$ cat src/inc/erfb_consts.vh
`ifndef ERFB_CONSTS_VH
`define ERFB_CONSTS_VH
`define ERFB_START_MARK 8'h7E
`define ERFB_TYPE_CODE 8'h91
`define ERFB_FILLER_HI 8'hFF
`define ERFB_FILLER_LO 8'hFE
`define ERFB_CKSUM_BASE 8'hFF
`define ERFB_OPT_EXPLICIT_BIT 1
`define ERFB_HDR_LEN 16'h0012
`define ERFB_POS_TYPE 5'h03
`define ERFB_POS_ADDR 5'h04
`define ERFB_POS_RSVD 5'h0C
`define ERFB_POS_SRC_EP 5'h0E
`define ERFB_POS_DST_EP 5'h0F
`define ERFB_POS_CLUSTER 5'h10
`define ERFB_POS_PROFILE 5'h12
`define ERFB_POS_OPTS 5'h14
`define ERFB_OPT_ACK_BIT 0
`define ERFB_OPT_BCAST_BIT 1
`define ERFB_OPT_METH_LSB 6
`define ERFB_OPT_RSVD_MASK 8'h3C
`define ERFB_VEND_EP_LO 8'hDC
`define ERFB_VEND_EP_HI 8'hEE
`define ERFB_ADDR_OPTIONS 4'h0
`define ERFB_ADDR_STATUS 4'h1
`define ERFB_ADDR_FRAMES 4'h2
`define ERFB_ADDR_DROPS 4'h3
`define ERFB_OPTIONS_RST 8'h00
`endif

$ cat src/verilog/erfb_builder.v
// The register addresses and the plain strobed port were decided locally.
`timescale 1ns/1ns
`include "erfb_consts.vh"
module erfb_builder
(
    input wire clk,
    input wire srst,
    input wire [3:0] reg_addr,
    input wire [7:0] reg_wdata,
    input wire reg_wr,
    input wire reg_rd,
    output reg [7:0] reg_rdata,
    input wire pkt_start,
    output reg pkt_start_ready,
    input wire [63:0] pkt_src_addr,
    input wire [7:0] pkt_src_ep,
    input wire [7:0] pkt_dst_ep,
    input wire [15:0] pkt_cluster,
    input wire [15:0] pkt_profile,
    input wire pkt_acked,
    input wire pkt_bcast,
    input wire [1:0] pkt_method,
    input wire [15:0] pkt_len,
    input wire [7:0] pl_data,
    input wire pl_valid,
    output reg pl_ready,
    output reg [7:0] out_data,
    output reg out_valid,
    output reg out_last,
    input wire out_ready
);

localparam S_IDLE = 5'b00001;
localparam S_HDR = 5'b00010;
localparam S_PAY = 5'b00100;
localparam S_SUM = 5'b01000;
localparam S_DROP = 5'b10000;

reg [4:0] state;
reg [7:0] api_output_options;
reg [7:0] frames;
reg [7:0] drops;
reg [63:0] f_addr;
reg [7:0] f_src_ep;
reg [7:0] f_dst_ep;
reg [15:0] f_cluster;
reg [15:0] f_profile;
reg [7:0] f_opts;
reg [15:0] f_len;
reg [15:0] pay_left;
reg [4:0] pos;
reg [7:0] sum;
// two-entry skid buffer between the byte builder and the output port
reg [7:0] buf_data [0:1];
reg [1:0] buf_last;
reg [1:0] buf_cnt;
reg rd_ptr;
reg wr_ptr;
reg [7:0] hdr_byte;
reg [7:0] push_data;
reg push_last;
reg push;
reg pop;
reg [7:0] opt_byte;
reg vend_ep;
wire buf_room;
wire [15:0] frame_len;

assign buf_room = (buf_cnt != 2'd2);
assign frame_len = `ERFB_HDR_LEN + f_len;

// the delivery method is only meaningful for vendor endpoints; others pass
// ack and broadcast only, delivery method reads as zero
always @*
begin
    vend_ep = (pkt_dst_ep >= `ERFB_VEND_EP_LO) &&
        (pkt_dst_ep <= `ERFB_VEND_EP_HI);
    opt_byte = 8'h00;
    opt_byte[`ERFB_OPT_ACK_BIT] = pkt_acked;
    opt_byte[`ERFB_OPT_BCAST_BIT] = pkt_bcast;
    if (vend_ep)
    begin
        opt_byte[`ERFB_OPT_METH_LSB+1:`ERFB_OPT_METH_LSB] =
            pkt_method;
    end
    opt_byte = opt_byte & ~`ERFB_OPT_RSVD_MASK;
end

always @*
begin
    hdr_byte = 8'h00;
    case (pos)
        5'h00: hdr_byte = `ERFB_START_MARK;
        5'h01: hdr_byte = frame_len[15:8];
        5'h02: hdr_byte = frame_len[7:0];
        `ERFB_POS_TYPE: hdr_byte = `ERFB_TYPE_CODE;
        5'h04: hdr_byte = f_addr[63:56];
        5'h05: hdr_byte = f_addr[55:48];
        5'h06: hdr_byte = f_addr[47:40];
        5'h07: hdr_byte = f_addr[39:32];
        5'h08: hdr_byte = f_addr[31:24];
        5'h09: hdr_byte = f_addr[23:16];
        5'h0A: hdr_byte = f_addr[15:8];
        5'h0B: hdr_byte = f_addr[7:0];
        `ERFB_POS_RSVD: hdr_byte = `ERFB_FILLER_HI;
        5'h0D: hdr_byte = `ERFB_FILLER_LO;
        `ERFB_POS_SRC_EP: hdr_byte = f_src_ep;
        `ERFB_POS_DST_EP: hdr_byte = f_dst_ep;
        `ERFB_POS_CLUSTER: hdr_byte = f_cluster[15:8];
        5'h11: hdr_byte = f_cluster[7:0];
        `ERFB_POS_PROFILE: hdr_byte = f_profile[15:8];
        5'h13: hdr_byte = f_profile[7:0];
        `ERFB_POS_OPTS: hdr_byte = f_opts;
        default: hdr_byte = 8'h00;
    endcase
end

always @*
begin
    push = 1'b0;
    push_data = 8'h00;
    push_last = 1'b0;
    pop = out_valid && out_ready;
    case (state)
        S_HDR:
        begin
            push = buf_room;
            push_data = hdr_byte;
        end
        S_PAY:
        begin
            push = pl_valid && pl_ready;
            push_data = pl_data;
        end
        S_SUM:
        begin
            push = buf_room;
            push_data = `ERFB_CKSUM_BASE - sum;
            push_last = 1'b1;
        end
        default:
        begin
            push = 1'b0;
        end
    endcase
end

always @(posedge clk)
begin
    if (srst)
    begin
        state <= S_IDLE;
        api_output_options <= `ERFB_OPTIONS_RST;
        frames <= 8'h00;
        drops <= 8'h00;
        f_addr <= 64'h0000000000000000;
        f_src_ep <= 8'h00;
        f_dst_ep <= 8'h00;
        f_cluster <= 16'h0000;
        f_profile <= 16'h0000;
        f_opts <= 8'h00;
        f_len <= 16'h0000;
        pay_left <= 16'h0000;
        pos <= 5'h00;
        sum <= 8'h00;
        pkt_start_ready <= 1'b0;
        pl_ready <= 1'b0;
        reg_rdata <= 8'h00;
    end
    else
    begin
        if (reg_wr && reg_addr == `ERFB_ADDR_OPTIONS)
        begin
            api_output_options <= reg_wdata;
        end
        if (reg_rd)
        begin
            if (reg_addr == `ERFB_ADDR_OPTIONS)
            begin
                reg_rdata <= api_output_options;
            end
            else if (reg_addr == `ERFB_ADDR_STATUS)
            begin
                reg_rdata <= {3'b000, state};
            end
            else if (reg_addr == `ERFB_ADDR_FRAMES)
            begin
                reg_rdata <= frames;
            end
            else if (reg_addr == `ERFB_ADDR_DROPS)
            begin
                reg_rdata <= drops;
            end
            else
            begin
                reg_rdata <= 8'h00;
            end
        end
        else
        begin
            reg_rdata <= 8'h00;
        end
        case (state)
            S_IDLE:
            begin
                pkt_start_ready <= 1'b1;
                pl_ready <= 1'b0;
                if (pkt_start && pkt_start_ready)
                begin
                    pkt_start_ready <= 1'b0;
                    f_addr <= pkt_src_addr;
                    f_src_ep <= pkt_src_ep;
                    f_dst_ep <= pkt_dst_ep;
                    f_cluster <= pkt_cluster;
                    f_profile <= pkt_profile;
                    f_opts <= opt_byte;
                    f_len <= pkt_len;
                    pay_left <= pkt_len;
                    pos <= 5'h00;
                    sum <= 8'h00;
                    // without the explicit bit the payload is consumed
                    // and discarded so the radio side never stalls
                    if (api_output_options[`ERFB_OPT_EXPLICIT_BIT])
                    begin
                        state <= S_HDR;
                    end
                    else
                    begin
                        drops <= drops + 8'h01;
                        state <= (pkt_len == 16'h0000) ? S_IDLE : S_DROP;
                        pl_ready <= (pkt_len != 16'h0000);
                    end
                end
            end
            S_HDR:
            begin
                if (push)
                begin
                    if (pos >= `ERFB_POS_TYPE)
                    begin
                        sum <= sum + hdr_byte;
                    end
                    pos <= pos + 5'h01;
                    if (pos == `ERFB_POS_OPTS)
                    begin
                        state <= (f_len == 16'h0000) ? S_SUM : S_PAY;
                        pl_ready <= 1'b0;
                    end
                end
            end
            S_PAY:
            begin
                // ready rises only when an entry is sure to be free
                pl_ready <= (buf_cnt == 2'd0) ||
                    (buf_cnt == 2'd1 && !push) || pop;
                if (push)
                begin
                    sum <= sum + pl_data;
                    pay_left <= pay_left - 16'h0001;
                    if (pay_left == 16'h0001)
                    begin
                        state <= S_SUM;
                        pl_ready <= 1'b0;
                    end
                end
            end
            S_SUM:
            begin
                if (push)
                begin
                    frames <= frames + 8'h01;
                    state <= S_IDLE;
                end
            end
            S_DROP:
            begin
                if (pl_valid && pl_ready)
                begin
                    pay_left <= pay_left - 16'h0001;
                    if (pay_left == 16'h0001)
                    begin
                        state <= S_IDLE;
                        pl_ready <= 1'b0;
                    end
                end
            end
            default:
            begin
                state <= S_IDLE;
            end
        endcase
    end
end

always @(posedge clk)
begin
    if (srst)
    begin
        buf_cnt <= 2'd0;
        rd_ptr <= 1'b0;
        wr_ptr <= 1'b0;
        buf_last <= 2'b00;
        buf_data[0] <= 8'h00;
        buf_data[1] <= 8'h00;
        out_data <= 8'h00;
        out_valid <= 1'b0;
        out_last <= 1'b0;
    end
    else
    begin
        if (push)
        begin
            buf_data[wr_ptr] <= push_data;
            buf_last[wr_ptr] <= push_last;
            wr_ptr <= ~wr_ptr;
        end
        if (pop)
        begin
            rd_ptr <= ~rd_ptr;
        end
        buf_cnt <= buf_cnt + {1'b0, push} - {1'b0, pop};
        // output register shows the head entry after every change
        if (pop)
        begin
            if (buf_cnt == 2'd2)
            begin
                out_data <= buf_data[~rd_ptr];
                out_last <= buf_last[~rd_ptr];
                out_valid <= 1'b1;
            end
            else if (push)
            begin
                out_data <= push_data;
                out_last <= push_last;
                out_valid <= 1'b1;
            end
            else
            begin
                out_valid <= 1'b0;
                out_last <= 1'b0;
            end
        end
        else if (!out_valid && push)
        begin
            out_data <= push_data;
            out_last <= push_last;
            out_valid <= 1'b1;
        end
    end
end

endmodule // erfb_builder

$ cat config.mk
export PLATFORM = sky130hd
export DESIGN_NAME = erfb_builder
export DESIGN_NICKNAME = d
export VERILOG_FILES = /design/src/verilog/erfb_builder.v
export VERILOG_INCLUDE_DIRS = /design/src /design/src/inc
export SDC_FILE = /design/constraint.sdc
export NUM_CORES = 1
export LEC_CHECK = 0
export ABC_CLOCK_PERIOD_IN_PS = 4600
export BUFFER_PORTS_ARGS = -buffer_cell sky130_fd_sc_hd__clkbuf_2
export CORE_MARGIN = 8
export CORE_UTILIZATION = 31
export CTS_CLUSTER_DIAMETER = 80
export DETAILED_ROUTE_END_ITERATION = 8
export PLACE_DENSITY = 0.6
export SLEW_MARGIN = 20
export SYNTH_ARGS = -nofsm -noshare
export SYNTH_HDL_FRONTEND = slang
export SYNTH_SLANG_ARGS = --single-unit
$ cat constraint.sdc
create_clock -name clk -period 4.6 [get_ports clk]
set_input_delay 0.23 -clock clk [delete_from_list [all_inputs] [get_ports clk]]
set_output_delay 0.23 -clock clk [all_outputs]
set_load 0.05 [all_outputs]
# Word-level counts from Yosys, hierarchy flattened
# Memories as Yosys holds them, arrays and structs flattened.
# Index checks and enable logic that the tools add are counted.
classes:
  n_reduce_logical: 35
  n_bitwise: 4
  n_mul: 0
  eq_ne: 42
  n_div: 0
  shift: 0
  n_addsub: 10
  n_mux: 67
  magnitude_cmp: 6
ops:
  columns: ["cell", "n"]
  rows:
  - ["$pmux 8 s21", 1]
  - ["$mux 8", 13]
  - ["$mux 5", 12]
  - ["$mux 16", 3]
  - ["$pmux 16 s3", 1]
  - ["$pmux 8 s3", 2]
  - ["$eq 5x4->1 const B", 9]
  - ["$logic_not 16->1", 2]
  - ["$eq 5x5->1 const B", 6]
  - ["$mux 1", 27]
  - ["$eq 5x3->1 const B", 5]
  - ["$pmux 5 s5", 1]
  - ["$ne 2x2->1 const B", 10]
  - ["$add 5x16->16 const A", 1]
  - ["$add 8x1->8 const B", 2]
  - ["$add 8x8->8", 2]
  - ["$eq 16x1->1 const B", 1]
  - ["$reduce_bool 16->1", 1]
  - ["$sub 16x1->16 const B", 1]
  - ["$eq 5x2->1 const B", 3]
  - ["$eq 5x1->1 const B", 2]
  - ["$pmux 5 s2", 1]
  - ["$reduce_and 5->1", 2]
  - ["$eq 4x2->1 const B", 2]
  - ["other kinds (35)", 54]
word_totals:
  regBits: 216
  memories: 1
  romBits: 0
  input_bits: 159
  latch_bits: 0
  elab_cells: 189
  mem_bits_rw: 16
memory_table:
  columns: ["memory", "depth", "word_bits", "read_ports", "rd_ports_with_merged_regs", "write_ports", "line", "source"]
  rows:
  - ["buf_data", 2, 8, 1, 0, 2, "erfb_builder.v:54", "reg [7:0] buf_data [0:1];"]

# Longest topological paths before layout
depth:
  ltp_word: 10
  mapped_depth: 21
  mapped_depth_nobuf: 18

# Worst setup path before layout
# No wires, ideal clock.
synth_path:
  path_kind: "flip-flop to flip-flop"
  from: "register pos[2]"
  to: "register sum[6]"
  setup_slack_ps: 430
  setup_time_ps: 70
  stages_incl_launch_ff: 22
  arrival_time_ps: 4100
  path_buffers: 5
  required_ps: 4530
  period_less_slack_ps: 4170
  cell_sequence: "dfxtp_1 buf_2 buf_2 buf_1 buf_1 and3_1 ha_1 buf_1 a221oi_1 o2111ai_1 a21oi_1 a21oi_1 ha_1 inv_1 fa_1 nor2b_1 o21ai_0 a21oi_1 o21a_1 nor3_1 or4b_2 a21oi_1"
synth_between:
  elab_chain_len: 6
  word_cells_on_any_way: 29
  cone_classes: "add/sub: 1; order compare: 1; eq/ne: 21; mux: 4; reduce/logical: 2"
synth_lines:
  columns: ["item", "line", "source"]
  rows:
  - ["from (decl)", "erfb_builder.v:51", "reg [4:0] pos;"]
  - ["from (signal assigned)", "erfb_builder.v:243", "pos <= pos + 5'h01;"]
  - ["$eq 5x5->1 (tied with other cells)", "erfb_builder.v:92", "case (pos)"]
  - ["$pmux 8 s21", "erfb_builder.v:92", null]
  - ["$add 8x8->8", "erfb_builder.v:241", "sum <= sum + hdr_byte;"]
  - ["$mux 8", "erfb_builder.v:239", "if (pos >= `ERFB_POS_TYPE)"]
  - ["$mux 8", "erfb_builder.v:237", "if (push)"]
  - ["$pmux 8 s3", "erfb_builder.v:203", "case (state)"]
  - ["to (signal assigned)", "erfb_builder.v:241", null]
  - ["to (signal assigned)", "erfb_builder.v:258", "sum <= sum + pl_data;"]
  - ["to (decl)", "erfb_builder.v:52", "reg [7:0] sum;"]
# Several ways; a longest one is shown, not always the timed one. The select of a mux whose other input is x is not followed.
# A chain may end at the register's enable or synchronous reset.

# Worst setup path in the final report
layout_path:
  from: "register pos[1]"
  to: "register sum[7]"
# Same word-level chain as after synthesis.

==> results by group <==
Run status
  • Status: finished clean

Yosys
  • Ys Warns: 0
  • Mapped Area: 0.0114 sq mm
  • Post-synthesis net count: 1613
  • Async SR Flop Fraction: 0%
  • Synth Area per Inst: 7.93 sq um
  • Register bit total from synthesis: 232
  • Number of synthesized flops with an enable pin: 16
  • Register area share after synthesis: 42.3%
  • Synth Flop Type: dfxtp_1
  • Synth unique cells: 80
  • Mapped Cells: 1433

Drt
  • WL per Instance: 18.5 um
  • Final WL: 40900 um
  • Iteration-0 DRC Markers: 799
  • Vias: 11.7k
  • Detail Route Antenna Nets: 0
  • Router iterations before antenna repair: 5
  • Vias per cell: 5.30
  • DRC: 0

Placement
  • I/O Buffers: 178
  • Routability cong.: 0.968
  • Placed inst area: 0.0127 sq mm
  • Final HPWL DP: 29700 um

Die
  • Ports: 179
  • Core area: 0.0363 sq mm
  • Die W: 207 um
  • Die Ht: 207 um
  • Initial Utilization: 31.2%
  • Standard-cell rows: 70
  • Die area: 0.0430 sq mm

Critical path
  • Worst Path Required: 5.06 ns
  • Critical path type: reg2reg
  • CP arrival: 4.79 ns
  • Worst reg2reg setup slack: 0.27 ns
  • Endpoint class of the critical path: flop
  • Critical Path Start Type: flop
  • Max Fanout on Critical Path: 13

Clock tree
  • CTS tree: built
  • CTS Buffer Depth: 3
  • Clock tree sinks: 232
  • Clock-pin slew on the worst setup and hold paths: 0.06 ns
  • H-tree depth: 1
  • CTS buffer count: 26
  • Clock tree root buffer cell: clkbuf_16
  • Clock Latency Late Sink: 0.54 ns

Power
  • Leakage: 5.73 nW
  • Pwr per Cell Area: 420 mW/mm^2
  • Worst VDD drop: 0.317 mV

Hold path
  • Hold Crit Class: in2reg

STA
  • Final hold violations: 0
  • Clock skew: 0.0158 ns
  • Fmax: 231 MHz
  • Slew @ Worst Pin: 1.07 ns
  • Final setup violation count: 0
  • Minimum clock period after layout: 4.33 ns
  • RSZ-0062 raised after global routing: no
  • Relative slew slack: 27.8%
  • Period utilization: 94.1%
  • Setup TNS: 0 ns
  • Fin. max-slew vios: 0

Final layout
  • Post-route cell area: 0.0151 sq mm
  • Commonest non-fill, non-tap cells in the layout: nand2_1, dfxtp_1, a21oi_1, clkbuf_2, dlygate4sd3_1
  • Commonest non-fill, non-tap cell in the layout: nand2_1
  • Fillers: 3634
  • P&R area growth vs syn: 32.7%
  • Share of layout cells above drive strength 1: 16.5%
  • Util after Layout: 41.5%
  • Final antenna diode count: 0
  • Total Nets Final: 1897

Run
  • Max_cap viols: 0

GRT
  • Largest net degree at the start of global routing: 136
  • Initial antenna violation count: 0
  • GRT Residual Overflow: 0
  • GRT Util Overall: 18.4%
  • Vias in the first global route: 11.8k
  • First-pass GRT wire length: 65100 um
[final cells by class]
type	count	area, sq um	share of cell area (%)
Tap cell	468	586	3.89
Sequential cell	232	4810	31.9
Clock buffer	32	714	4.74
Clock inverter	16	199	1.32
Inverter	19	76.3	0.507
Timing Repair Buffer	352	2570	17.0
Multi-Input combinational cell	1086	6120	40.6
[power by group]
| part | total, mW | switching, mW | internal [mW] |
|---|---|---|---|
| Sequential | 2.51 | 0.237 | 2.27 |
| Clock | 2.21 | 0.873 | 1.33 |
| Combinational | 1.60 | 1.01 | 0.587 |
[worst max-delay path, stage by stage (launching register included)]
cell and delay [ns]:
dfxtp_1 0.42, inv_1 0.09, ha_1 0.20, buf_4 0.20, o211a_1 0.21, o21ai_0 0.21, buf_4 0.20, o2111ai_1 0.10
nor4_1 0.52, a21oi_1 0.15, ha_1 0.35, nand3_1 0.12, o221ai_1 0.13, o41ai_1 0.41, buf_4 0.20, or3_1 0.09
nand2_1 0.06, or4_1 0.46, a31oi_1 0.13
[flip-flops by register name (all words and copies together), names as in the netlist, 2 cells and up]
register,count
api_output_options,8
buf_cnt,2
buf_data,16
buf_last,2
drops,8
f_addr,64
f_cluster,16
f_dst_ep,8
f_len,16
f_opts,4
f_profile,16
f_src_ep,8
frames,8
out_data,8
pay_left,16
pos,5
reg_rdata,8
state,5
sum,8
[stage by stage]
stage / cells / hold WS (ns) / setup WS, ns / total power [mW]
floorplan: 1433 / 0.366 / 0.430 / 3.58
global placement: 2017 / 0.446 / 0.347 / 4.02
detailed placement: 2017 / 0.450 / 0.218 / 4.05
CTS: 2205 / 0.0198 / 0.182 / 6.36
global route: 2205 / 0.0331 / 0.0130 / 6.66
finish: 2205 / 0.0356 / 0.271 / 6.32
[path summary, 6_finish.rpt]
kind | cells past startpoint | end | start
min reg2reg | 2 | out_data[3]$_SDFFE_PP0P_ | out_data[3]$_SDFFE_PP0P_
max reg2reg | 18 | sum[7]$_SDFFE_PP0P_ | pos[1]$_SDFFE_PP0P_
max | 18 | sum[7]$_SDFFE_PP0P_ | pos[1]$_SDFFE_PP0P_
min | 3 | pay_left[0]$_SDFFE_PP0P_ | pkt_len[0]
[cells in the mapped netlist, types with 18 or more instances]
cell type	instances	area (sq um)
dfxtp_1	216	4320
clkbuf_1	73	274
nor4_1	20	125
inv_1	18	67.6
nand2_1	333	1250
nor3_1	27	135
nor2_1	120	450
nand3_1	24	120
o21ai_0	38	190
a21oi_1	186	931
xor2_1	18	158
a22oi_1	27	203
ha_1	20	250
mux2i_1	28	280
[layer usage]
layer	up-vias	part of all wire, %	track usage (%)
li1	5650	-	-
met1	5573	43	23.5
met2	406	48	31.7
met3	65	5.8	3.02
met4	0	2.7	4.81
met5	-	0	0
[cell families (layout without fill, tap and decap cells)]
family / count (synthesis) / after routing / synth area share [%]
simple gates: 634 / 634 / 25.4
buf+inv: 115 / 419 / 4.10
xor+xnor: 29 / 29 / 2.24
flops: 232 / 232 / 42.3
fa+ha+maj: 21 / 21 / 2.38
compound gates: 366 / 366 / 20.1
mux: 36 / 36 / 3.46
[timing repair]
| item | in CTS | in global routing |
|---|---|---|
| hold buffers | 140 | 0 |
| resized for setup | 0 | 3 |
| endpoints found under the setup margin | 0 | 2 |
| buffers inserted | 0 | 0 |
| endpoints found under the hold margin | 140 | 0 |
(Power assumes the default switching activity.)
